File: config.mk
export PLATFORM = sky130hd
export DESIGN_NAME = codec_serial_timing_control
export DESIGN_NICKNAME = d
export VERILOG_FILES = /design/src/codec_pkg.sv /design/src/timer_if.sv /design/src/conv_timer.sv /design/src/codec_serial_timing_control.sv
export SDC_FILE = /design/constraint.sdc
export NUM_CORES = 1
export LEC_CHECK = 0
export BUFFER_PORTS_ARGS = -buffer_cell sky130_fd_sc_hd__buf_2
export CORE_MARGIN = 5
export CORE_UTILIZATION = 47
export CTS_CLUSTER_DIAMETER = 50
export DETAILED_ROUTE_END_ITERATION = 16
export SKIP_CTS_REPAIR_TIMING = 1
export SKIP_LAST_GASP = 1
export SLEW_MARGIN = 20
export SYNTH_ARGS = -nofsm -noshare
export SYNTH_HDL_FRONTEND = slang
export SYNTH_SLANG_ARGS = --single-unit
export TNS_END_PERCENT = 20
File: constraint.sdc
create_clock -name clock -period 3.6 [get_ports clock]
set_clock_uncertainty 0.05 [all_clocks]
set_input_delay 0.36 -clock clock [delete_from_list [all_inputs] [get_ports clock]]
set_output_delay 0.36 -clock clock [all_outputs]
set_load 0.02 [all_outputs]
File: src/codec_pkg.sv
package codec_pkg;

  // Register values after reset, plus the divisor and counter A fix-up values
  localparam logic [4:0] RST_PRESCALE = 5'h09;
  localparam logic [5:0] RST_TRIM = 6'h01;
  localparam logic [5:0] RST_DIVISOR = 6'h24;
  localparam logic [5:0] DIVISOR_FIX = 6'h24;
  localparam logic [5:0] RST_CONTROL = 6'h39;
  localparam logic [6:0] A_WRAP_ADD = 7'h40;
  localparam logic [5:0] A_MIN_VALID = 6'h02;

  // Field positions inside a received word
  localparam int DAC_LSB = 2;
  localparam int TX_PRE_LSB = 9;
  localparam int RX_PRE_LSB = 2;
  localparam int TX_WIDE_LSB = 9;
  localparam int RX_WIDE_LSB = 2;
  localparam int CTL_LSB = 2;

  // Bit positions inside codec_control (d2 is bit 0)
  localparam int CTL_BANDPASS = 0;
  localparam int CTL_LOOPBACK = 1;
  localparam int CTL_AUX_IN = 2;
  localparam int CTL_SYNC = 3;
  localparam int CTL_GAIN_LO = 4;

  // Serial timing counts
  localparam logic [1:0] SCLK_RISE_PHASE = 2'h1;
  localparam logic [1:0] SCLK_FALL_PHASE = 2'h3;
  localparam logic [1:0] SCLK_TAKE_PHASE = 2'h0;
  localparam logic [4:0] WORD_BITS = 5'h10;
  localparam logic [4:0] BYTE_BITS = 5'h08;
  localparam logic [1:0] GAP_LAST = 2'h3;
  localparam logic [1:0] SGAP_FIRST = 2'h1;

  // Command codes in d1:d0
  typedef enum logic [1:0] {
    CMD_PLAIN = 2'h0,
    CMD_PLUS = 2'h1,
    CMD_MINUS = 2'h2,
    CMD_SECONDARY = 2'h3
  } cmd_t;

  // Secondary word kinds in d1:d0
  localparam logic [1:0] SEC_PRESCALE = 2'h0;
  localparam logic [1:0] SEC_TRIM = 2'h1;
  localparam logic [1:0] SEC_DIVISOR = 2'h2;
  localparam logic [1:0] SEC_CONTROL = 2'h3;

  typedef enum logic [4:0] {
    ST_IDLE = 5'h01,
    ST_XFER = 5'h02,
    ST_GAP = 5'h04,
    ST_END = 5'h08,
    ST_SGAP = 5'h10
  } frame_state_t;

endpackage

File: src/timer_if.sv
`timescale 1ns/1ps
`default_nettype none
// Settings into one conversion timer and its events back out
interface timer_if;
  logic [4:0] prescale;
  logic [5:0] trim;
  logic [5:0] divisor;
  logic [1:0] adjust;
  logic conv;
  logic filter_level;
  modport ctrl(output prescale, trim, divisor, adjust, input conv, filter_level);
  modport timer(input prescale, trim, divisor, adjust, output conv, filter_level);
endinterface
`default_nettype wire

File: src/conv_timer.sv
`timescale 1ns/1ps
`default_nettype none
module conv_timer
  import codec_pkg::*;
(
  input wire logic clock,
  input wire logic rst,
  timer_if.timer tif
);

  logic [5:0] a_reg;
  logic [5:0] a_next;
  logic [5:0] b_reg;
  logic [5:0] b_next;
  logic half_reg;
  logic half_next;
  logic conv_reg;
  logic conv_next;
  logic [4:0] pre_reg;
  logic [4:0] pre_next;
  logic signed [6:0] sum;
  logic [5:0] load_adj;

  // Adjusted counter A value for the reload that follows a conversion
  always_comb begin
    case (tif.adjust)
      CMD_PLUS: sum = $signed({2'b00, tif.prescale}) + $signed({tif.trim[5], tif.trim});
      CMD_MINUS: sum = $signed({2'b00, tif.prescale}) - $signed({tif.trim[5], tif.trim});
      default: sum = $signed({2'b00, tif.prescale});
    endcase
    if (sum < 0) begin
      sum = sum + $signed(A_WRAP_ADD);
    end
    if (sum[5:0] < A_MIN_VALID) begin
      load_adj = {1'b0, tif.prescale};
    end else begin
      load_adj = sum[5:0];
    end
  end

  // Counter A times half filter periods, counter B whole filter periods
  always_comb begin
    a_next = a_reg - 6'h01;
    b_next = b_reg;
    half_next = half_reg;
    conv_next = 1'b0;
    pre_next = pre_reg;
    if (a_reg <= 6'h01) begin
      half_next = ~half_reg;
      a_next = {1'b0, pre_reg};
      if (half_reg) begin
        if (b_reg <= 6'h01) begin
          conv_next = 1'b1;
          a_next = load_adj;
          b_next = tif.divisor;
          pre_next = tif.prescale;
        end else begin
          b_next = b_reg - 6'h01;
        end
      end
    end
  end

  always_ff @(posedge clock) begin
    if (rst) begin
      a_reg <= {1'b0, RST_PRESCALE};
      b_reg <= RST_DIVISOR;
      half_reg <= 1'b0;
      conv_reg <= 1'b0;
      pre_reg <= RST_PRESCALE;
    end else begin
      a_reg <= a_next;
      b_reg <= b_next;
      half_reg <= half_next;
      conv_reg <= conv_next;
      pre_reg <= pre_next;
    end
  end

  assign tif.conv = conv_reg;
  assign tif.filter_level = half_reg;

endmodule
`default_nettype wire

File: src/codec_serial_timing_control.sv
// Operation
// - Byte mode: four-shift-clock high frame-sync pulse between bytes, then high.
// - Word mode: syncs low, one 16-bit word each way, syncs high, end pulses.
// - Shift clock is the master clock divided by four.
// - Filter clock is master clock over twice counter A.
// - Conversion rate is filter clock over counter B; tx paces D/A, rx A/D.
// - A counters reload every half filter period, B counters once per conversion period.
// - B counters reload from their period divisor registers.
// - Counter A loads prescale, prescale minus trim, or prescale plus trim.
// - Synchronous mode derives all timing from the transmit counters.
// - Primary word: d15..d2 to D/A, d1:d0 command, 00 plain reload.
// - Command 01 loads prescale plus trim on next reload.
// - Command 10 loads prescale minus trim on next reload.
// - Command 11: tx sync high four shift clocks, then secondary transfer.
// - Secondary transfer fits between primaries without disturbing D/A timing.
// - Synchronous mode keeps rx frame sync idle during secondary transfers.
// - Secondary 00 loads prescales, MSBs at d13 and d6.
// - Secondary 01 loads signed trims, signs at d14 and d7.
// - Secondary 10 loads period divisors, MSBs at d14 and d7.
// - Secondary 11 writes control: d2 bandpass, d3 loopback, d4 aux inputs.
// - Control d5 selects asynchronous (0) or synchronous (1) sections.
// - Control d6 and d7 are held as gain select bits.
// - Reset: prescales 9, trims 1, divisors 24h, control 111001.
// - Negative counter A sum gets 40h added modulo 64.
// - Divisor register written as 0 or 1 becomes 24h.
`timescale 1ns/1ps
`default_nettype none
module codec_serial_timing_control
  import codec_pkg::*;
(
  input wire logic clock,
  input wire logic rst,
  input wire logic word_byte_sel,
  input wire logic serial_in_line,
  input wire logic [15:0] adc_data,
  output logic shift_clock,
  output logic serial_out_line,
  output logic tx_frame_sync_n,
  output logic rx_frame_sync_n,
  output logic tx_end_of_word_n,
  output logic rx_end_of_word_n,
  output logic tx_filter_clock,
  output logic rx_filter_clock,
  output logic tx_convert,
  output logic rx_convert,
  output logic [13:0] dac_data,
  output logic dac_strobe,
  output logic bandpass_insert,
  output logic loopback_enable,
  output logic aux_input_enable,
  output logic sync_mode,
  output logic [1:0] gain_select
);

  function automatic logic [5:0] fix_divisor(input logic [5:0] v);
    return (v < A_MIN_VALID) ? DIVISOR_FIX : v;
  endfunction

  logic dx_s1, dx_s2, wb_s1, wb_s2;
  logic [4:0] tx_pre_reg, tx_pre_next, rx_pre_reg, rx_pre_next;
  logic [5:0] tx_trim_reg, tx_trim_next, rx_trim_reg, rx_trim_next;
  logic [5:0] tx_div_reg, tx_div_next, rx_div_reg, rx_div_next;
  logic [5:0] ctrl_reg, ctrl_next;
  logic [1:0] adj_tx_reg, adj_tx_next, adj_rx_reg, adj_rx_next;
  logic [13:0] dac_reg, dac_next;
  logic strobe_reg, strobe_next;
  logic [1:0] div_reg, div_next;
  logic sclk_reg, sclk_next;
  frame_state_t state_reg, state_next;
  logic [4:0] bit_reg, bit_next;
  logic [1:0] gap_reg, gap_next;
  logic [15:0] in_reg, in_next, out_reg, out_next;
  logic dout_reg, dout_next;
  logic txfs_reg, txfs_next, rxfs_reg, rxfs_next;
  logic txeod_reg, txeod_next, rxeod_reg, rxeod_next;
  logic rxframe_reg, rxframe_next, second_reg, second_next;
  logic byte_reg, byte_next, start_reg, start_next, rxpend_reg, rxpend_next;
  logic txconv_reg, txconv_next, rxconv_reg, rxconv_next;
  logic txscf_reg, txscf_next, rxscf_reg, rxscf_next;
  logic rise, fall, take, sync_sel, rx_event, rx_syncs;

  timer_if tx_if();
  timer_if rx_if();

  // Timer settings come straight from the divider registers
  assign tx_if.prescale = tx_pre_reg;
  assign tx_if.trim = tx_trim_reg;
  assign tx_if.divisor = tx_div_reg;
  assign tx_if.adjust = adj_tx_reg;
  assign rx_if.prescale = rx_pre_reg;
  assign rx_if.trim = rx_trim_reg;
  assign rx_if.divisor = rx_div_reg;
  assign rx_if.adjust = adj_rx_reg;

  conv_timer tx_timer (.clock(clock), .rst(rst), .tif(tx_if));
  conv_timer rx_timer (.clock(clock), .rst(rst), .tif(rx_if));

  // Pin synchronisers
  always_ff @(posedge clock) begin
    dx_s1 <= serial_in_line;
    dx_s2 <= dx_s1;
    wb_s1 <= word_byte_sel;
    wb_s2 <= wb_s1;
  end

  assign sync_sel = ctrl_reg[CTL_SYNC];
  assign rx_event = sync_sel ? tx_if.conv : rx_if.conv;
  assign rise = (div_reg == SCLK_RISE_PHASE);
  assign fall = (div_reg == SCLK_FALL_PHASE);
  // Input bit taken one clock after the fall, once the synchroniser holds it
  assign take = (div_reg == SCLK_TAKE_PHASE);
  assign rx_syncs = rxframe_reg & ~second_reg;

  // Shift clock, frame sequencing and word decode
  always_comb begin
    tx_pre_next = tx_pre_reg;
    rx_pre_next = rx_pre_reg;
    tx_trim_next = tx_trim_reg;
    rx_trim_next = rx_trim_reg;
    tx_div_next = tx_div_reg;
    rx_div_next = rx_div_reg;
    ctrl_next = ctrl_reg;
    adj_tx_next = adj_tx_reg;
    adj_rx_next = adj_rx_reg;
    dac_next = dac_reg;
    strobe_next = 1'b0;
    div_next = div_reg + 2'h1;
    sclk_next = rise ? 1'b1 : (fall ? 1'b0 : sclk_reg);
    state_next = state_reg;
    bit_next = bit_reg;
    gap_next = gap_reg;
    in_next = in_reg;
    out_next = out_reg;
    dout_next = dout_reg;
    txfs_next = txfs_reg;
    rxfs_next = rxfs_reg;
    txeod_next = txeod_reg;
    rxeod_next = rxeod_reg;
    rxframe_next = rxframe_reg;
    second_next = second_reg;
    byte_next = byte_reg;
    start_next = start_reg;
    rxpend_next = rxpend_reg;
    txconv_next = tx_if.conv;
    rxconv_next = rx_event;
    txscf_next = tx_if.filter_level;
    rxscf_next = sync_sel ? tx_if.filter_level : rx_if.filter_level;
    // An adjust command is used by exactly one reload
    if (tx_if.conv) begin
      adj_tx_next = CMD_PLAIN;
    end
    if (rx_event) begin
      adj_rx_next = CMD_PLAIN;
    end
    if (take && state_reg == ST_XFER) begin
      in_next = {in_reg[14:0], dx_s2};
      bit_next = bit_reg + 5'h01;
    end
    if (rise) begin
      case (state_reg)
        ST_IDLE: begin
          if (start_reg) begin
            start_next = 1'b0;
            rxpend_next = 1'b0;
            rxframe_next = sync_sel | rxpend_reg;
            txfs_next = 1'b0;
            rxfs_next = ~(sync_sel | rxpend_reg);
            dout_next = adc_data[15];
            out_next = {adc_data[14:0], 1'b0};
            bit_next = 5'h00;
            second_next = 1'b0;
            byte_next = ~wb_s2;
            state_next = ST_XFER;
          end
        end
        ST_XFER: begin
          if (bit_reg == WORD_BITS) begin
            txfs_next = 1'b1;
            rxfs_next = 1'b1;
            txeod_next = byte_reg;
            rxeod_next = byte_reg | ~rx_syncs;
            state_next = ST_END;
          end else begin
            dout_next = out_reg[15];
            out_next = {out_reg[14:0], 1'b0};
            if (byte_reg && bit_reg == BYTE_BITS) begin
              txfs_next = 1'b1;
              rxfs_next = 1'b1;
              txeod_next = 1'b0;
              rxeod_next = ~rx_syncs;
              gap_next = 2'h0;
              state_next = ST_GAP;
            end
          end
        end
        ST_GAP: begin
          gap_next = gap_reg + 2'h1;
          if (gap_reg == GAP_LAST) begin
            txfs_next = 1'b0;
            rxfs_next = ~rx_syncs;
            state_next = ST_XFER;
          end
        end
        ST_END: begin
          txeod_next = 1'b1;
          rxeod_next = 1'b1;
          state_next = ST_IDLE;
          if (second_reg) begin
            case (in_reg[1:0])
              SEC_PRESCALE: begin
                tx_pre_next = in_reg[TX_PRE_LSB +: 5];
                rx_pre_next = in_reg[RX_PRE_LSB +: 5];
              end
              SEC_TRIM: begin
                tx_trim_next = in_reg[TX_WIDE_LSB +: 6];
                rx_trim_next = in_reg[RX_WIDE_LSB +: 6];
              end
              SEC_DIVISOR: begin
                tx_div_next = fix_divisor(in_reg[TX_WIDE_LSB +: 6]);
                rx_div_next = fix_divisor(in_reg[RX_WIDE_LSB +: 6]);
              end
              default: begin
                ctrl_next = in_reg[CTL_LSB +: 6];
              end
            endcase
          end else begin
            dac_next = in_reg[15:DAC_LSB];
            strobe_next = 1'b1;
            case (in_reg[1:0])
              CMD_PLUS, CMD_MINUS: begin
                adj_tx_next = in_reg[1:0];
                adj_rx_next = in_reg[1:0];
              end
              CMD_SECONDARY: begin
                adj_tx_next = CMD_PLAIN;
                adj_rx_next = CMD_PLAIN;
                gap_next = SGAP_FIRST;
                state_next = ST_SGAP;
              end
              default: begin
                adj_tx_next = CMD_PLAIN;
                adj_rx_next = CMD_PLAIN;
              end
            endcase
          end
        end
        ST_SGAP: begin
          gap_next = gap_reg + 2'h1;
          if (gap_reg == GAP_LAST) begin
            txfs_next = 1'b0;
            rxframe_next = 1'b0;
            second_next = 1'b1;
            bit_next = 5'h00;
            state_next = ST_XFER;
          end
        end
        default: begin
          state_next = ST_IDLE;
        end
      endcase
    end
    // A conversion arriving as the request is taken is kept
    if (tx_if.conv) begin
      start_next = 1'b1;
    end
    if (rx_event) begin
      rxpend_next = 1'b1;
    end
  end

  always_ff @(posedge clock) begin
    if (rst) begin
      tx_pre_reg <= RST_PRESCALE;
      rx_pre_reg <= RST_PRESCALE;
      tx_trim_reg <= RST_TRIM;
      rx_trim_reg <= RST_TRIM;
      tx_div_reg <= RST_DIVISOR;
      rx_div_reg <= RST_DIVISOR;
      ctrl_reg <= RST_CONTROL;
      adj_tx_reg <= CMD_PLAIN;
      adj_rx_reg <= CMD_PLAIN;
      dac_reg <= 14'h0000;
      strobe_reg <= 1'b0;
      div_reg <= 2'h0;
      sclk_reg <= 1'b0;
      state_reg <= ST_IDLE;
      bit_reg <= 5'h00;
      gap_reg <= 2'h0;
      in_reg <= 16'h0000;
      out_reg <= 16'h0000;
      dout_reg <= 1'b0;
      txfs_reg <= 1'b1;
      rxfs_reg <= 1'b1;
      txeod_reg <= 1'b1;
      rxeod_reg <= 1'b1;
      rxframe_reg <= 1'b0;
      second_reg <= 1'b0;
      byte_reg <= 1'b0;
      start_reg <= 1'b0;
      rxpend_reg <= 1'b0;
      txconv_reg <= 1'b0;
      rxconv_reg <= 1'b0;
      txscf_reg <= 1'b0;
      rxscf_reg <= 1'b0;
    end else begin
      tx_pre_reg <= tx_pre_next;
      rx_pre_reg <= rx_pre_next;
      tx_trim_reg <= tx_trim_next;
      rx_trim_reg <= rx_trim_next;
      tx_div_reg <= tx_div_next;
      rx_div_reg <= rx_div_next;
      ctrl_reg <= ctrl_next;
      adj_tx_reg <= adj_tx_next;
      adj_rx_reg <= adj_rx_next;
      dac_reg <= dac_next;
      strobe_reg <= strobe_next;
      div_reg <= div_next;
      sclk_reg <= sclk_next;
      state_reg <= state_next;
      bit_reg <= bit_next;
      gap_reg <= gap_next;
      in_reg <= in_next;
      out_reg <= out_next;
      dout_reg <= dout_next;
      txfs_reg <= txfs_next;
      rxfs_reg <= rxfs_next;
      txeod_reg <= txeod_next;
      rxeod_reg <= rxeod_next;
      rxframe_reg <= rxframe_next;
      second_reg <= second_next;
      byte_reg <= byte_next;
      start_reg <= start_next;
      rxpend_reg <= rxpend_next;
      txconv_reg <= txconv_next;
      rxconv_reg <= rxconv_next;
      txscf_reg <= txscf_next;
      rxscf_reg <= rxscf_next;
    end
  end

  // Outputs straight from flip-flops
  assign shift_clock = sclk_reg;
  assign serial_out_line = dout_reg;
  assign tx_frame_sync_n = txfs_reg;
  assign rx_frame_sync_n = rxfs_reg;
  assign tx_end_of_word_n = txeod_reg;
  assign rx_end_of_word_n = rxeod_reg;
  assign tx_filter_clock = txscf_reg;
  assign rx_filter_clock = rxscf_reg;
  assign tx_convert = txconv_reg;
  assign rx_convert = rxconv_reg;
  assign dac_data = dac_reg;
  assign dac_strobe = strobe_reg;
  assign bandpass_insert = ctrl_reg[CTL_BANDPASS];
  assign loopback_enable = ctrl_reg[CTL_LOOPBACK];
  assign aux_input_enable = ctrl_reg[CTL_AUX_IN];
  assign sync_mode = ctrl_reg[CTL_SYNC];
  assign gain_select = ctrl_reg[CTL_GAIN_LO +: 2];

endmodule
`default_nettype wire

==> impl_summary.log <==
[metrics] status: complete, no violations
[metrics] flip-flop count of the largest register after layout: 16
[metrics] number of placement rows: 46
[metrics] startpoint of the most critical hold path: adc_data[6]
[metrics] first-pass GRT wire length: 29,300 µm
[metrics] number of remaining DRC errors: 0
[metrics] total number of vias: 6,339
[metrics] Top cell by count, worst path: ha_1
[metrics] final worst-path cycle share: 80.9%
[metrics] final cell utilization of the core: 53.9%
[metrics] unrepaired setup endpoints after global routing: no
[metrics] critical-path cell list: inv_1 -> ha_1 -> mux2i_1 -> ha_1 -> nor2b_1 -> o31a_1 -> o21ai_0 -> a21boi_0 -> or2_2 -> or4_1 -> a21oi_1
[metrics] post-layout worst setup margin: 686 ps
[metrics] transition time of the tightest slew-check pin: 836 ps
[metrics] final RePlAce weighted congestion: 0.832
[metrics] remaining antenna violation count: 0
[metrics] master of the slowest instance on the critical path: or4_1
[metrics] Setup crit start kind: register
[metrics] Initial DRT Pass Iterations: 4
[metrics] post-route cell area: 8470 µm²
[metrics] number of buffers created by CTS: 17
[metrics] final number of max-transition violations: 0
[metrics] cell family with most CP delay: simple AND/OR/NAND/NOR gates
[metrics] detailed router's first-iteration violation count: 365
[metrics] Hold Path End: out_reg[7]
[metrics] dominant cells by area after synthesis: dfxtp_1 43%, nand2_1 8.3%, a21oi_1 6.0%
[metrics] total power: 4.03 mW
[metrics] layout cells sized above 1: 11.8%
[metrics] number of H-tree branching levels: 4
[metrics] type of the worst setup path: register to register
[metrics] final hold viol count: 0
[metrics] Total Neg Setup Slack: 0 ps
[metrics] height of the die: 136 µm
[metrics] Min Hold Slack: 145 ps
[metrics] worst min-delay path class: primary input to register
[metrics] die extent in x: 136 µm
[metrics] number of synthesized register bits: 161
[metrics] clock transition at the registers of the reported paths: 60 ps
[metrics] Clock Sink Count: 161
[metrics] total setup violations reported at the end of the flow: 0
[metrics] warning count from the yosys run: 0
[metrics] initial antenna violation count: 0
[metrics] library cells used by synthesis: 63
[metrics] vias per cell: 5.39
[metrics] relative slew slack: 44.3%
[metrics] Buf/Inv on CP: 1
[metrics] IR drop worst, VDD: 0.000332 V
[metrics] placed cell count: 1,142
[metrics] gr ovfl total: 0
[metrics] dpl hpwl: 12,000 µm
[metrics] post-synth design cell area: 7460 µm²
[metrics] TritonCTS clock tree: done
[metrics] worst reg2reg path startpoint: rx_if.trim[0]
[metrics] endpoint of the worst register-to-register path: rx_timer.a_reg[5]
[metrics] clock insertion delay at the later pin of the skew report: 420 ps
[metrics] floorplan core area: 15,700 µm²
[metrics] power density of the placed cells: 476 nW/µm²
[metrics] CP peak stage delay: 390 ps
[metrics] CP Data Arrival Time: 3220 ps
[metrics] total leakage power: 3.14 nW
[metrics] initial cell density of the core: 47.5%
[metrics] master cell of the clock root buffer: clkbuf_16
[metrics] Period minus WS final: 2910 ps
[metrics] fraction of post-synthesis cell area in the top cell type by area: 43.2%
[metrics] Nets: 997
[metrics] Min-Delay Path Depth: 3
[metrics] routed length per instance: 14.9 µm
[metrics] Max Cap Viol: 0
[metrics] Register-to-Register Path Depth: 11
[metrics] achievable frequency: 343 MHz
[metrics] EDFF count, synth: 0
[metrics] Crit. End Element: register
[metrics] floorplan die area: 18,500 µm²
[metrics] Port-buffer cells: 50
[metrics] Syn Inst Count: 913
[metrics] WL final: 17,500 µm
[metrics] Mapped Nets: 963
[metrics] maximum fanout encountered on the critical timing path: 3
[metrics] asr flop ratio synth: 0%
[metrics] Syn Area/Cell: 8.17 µm²
[metrics] flop2flop setup slack: 690 ps
[metrics] post-synthesis sequential area ratio: 43.2%
[metrics] antenna cell count: 0
[metrics] maximum number of pins on one net before global-route repair: 77
[metrics] final non-filler cell total: 1,176
[metrics] Post-DP Area: 7880 µm²
[metrics] clk buf depth: 2
[metrics] area leader, netlist: dfxtp_1
[metrics] area delta synth->final: 13.6%
[metrics] Post-Place Setup Slack: 709 ps
[metrics] commonest register cell after synthesis: dfxtp_1
[metrics] via count of the first global-routing pass: 5,826
[metrics] count of boundary I/O pins: 51
[metrics] overall track demand over capacity in global routing: 19.7%
[metrics] worst path required time: 3910 ps
[layout make-up]
cell class	instances	area, µm²
fillers	1499	7240
multi-input cells	675	3930
flip-flops and latches	161	3220
clock buffers	23	468
repair buffers	65	370
well taps	216	270
clock inverters	9	108
inverters	27	101
[logic make-up (layout without fill, tap and decap cells)]
group | Yosys count | count (layout) | share of synthesized area [%]
buf+inv | 77 | 124 | 4.21
simple gates | 394 | 394 | 24.3
compound gates | 193 | 193 | 15.7
xor+xnor | 26 | 26 | 3.05
fa+ha+maj | 30 | 30 | 5.23
mux | 32 | 32 | 4.29
flops | 161 | 161 | 43.2
[power breakdown]
| part | internal (mW) | total [mW] | switching (mW) |
|---|---|---|---|
| Sequential | 1.85 | 1.92 | 0.0749 |
| Clock | 1.06 | 1.76 | 0.706 |
| Combinational | 0.152 | 0.351 | 0.199 |
[per-layer routing]
layer  wire [µm]  global-route usage (%)  part of all wire [%]  vias to the layer above
met3         678                    3.66                   3.9                       26
met5           0                       0                     0                        -
met1        8940                    28.5                    51                     2957
met2        7610                    29.5                    43                      125
met4         273                    7.05                   1.6                        0
li1            -                       -                     -                     3231
[synthesized netlist by cell type, types with 9 or more instances]
library cell    n
a21oi_1        89
a311oi_1       18
clkbuf_1       39
dfxtp_1       161
ha_1           28
inv_1          27
mux2i_1        32
nand2_1       165
nand3_1        15
nor2_1        114
nor3_1         26
nor3b_1         9
o211ai_1       15
o21ai_0        31
xnor2_1        15
xor2_1         11
[worst max path at each step]
stage,cells past startpoint,endpoint,slack [ps],from
final,11,rx_timer.a_reg[5],690,rx_if.trim[0]
after global routing,11,tx_timer.a_reg[2],330,adj_tx_reg[0]
after CTS,12,tx_timer.a_reg[2],700,tx_if.trim[0]
after detailed placement,11,rx_timer.a_reg[5],710,rx_if.trim[0]
after global placement,11,rx_timer.a_reg[5],770,rx_if.trim[0]
after floorplan,11,rx_timer.a_reg[5],900,rx_if.trim[0]
[layout by cell type, fill, tap and decap left out, types with 3 or more instances in the layout]
cell type and n:
nor3_1 25, nor3b_1 8, nand3b_1 4, o21a_1 3
buf_4 14, dfxtp_1 161, a221oi_1 3, o21ai_0 31
clkbuf_1 4, a31oi_1 3, nor2_1 114, inv_1 27
a311oi_1 18, o31ai_1 3, a21oi_1 89, a211oi_1 5
nand3_1 15, o21ai_1 3, clkbuf_16 17, nor4_1 3
nand2b_1 4, or2_2 6, clkinv_2 3, or4_1 7
buf_2 49, xnor2_1 15, or3_1 7, nand4_1 4
ha_1 28, mux2i_1 32, xor2_1 11, nand2_1 165
nor2b_1 7, o211ai_1 15, and2_1 5, o22ai_1 5
[worst reg2reg max path: stages (launching register included)]
cell	delay [ps]
dfxtp_1	360
inv_1	70
ha_1	290
mux2i_1	230
ha_1	280
nor2b_1	140
o31a_1	240
o21ai_0	200
a21boi_0	140
or2_2	320
or4_1	390
a21oi_1	140
Note: power is estimated with default switching activity, not from simulation.
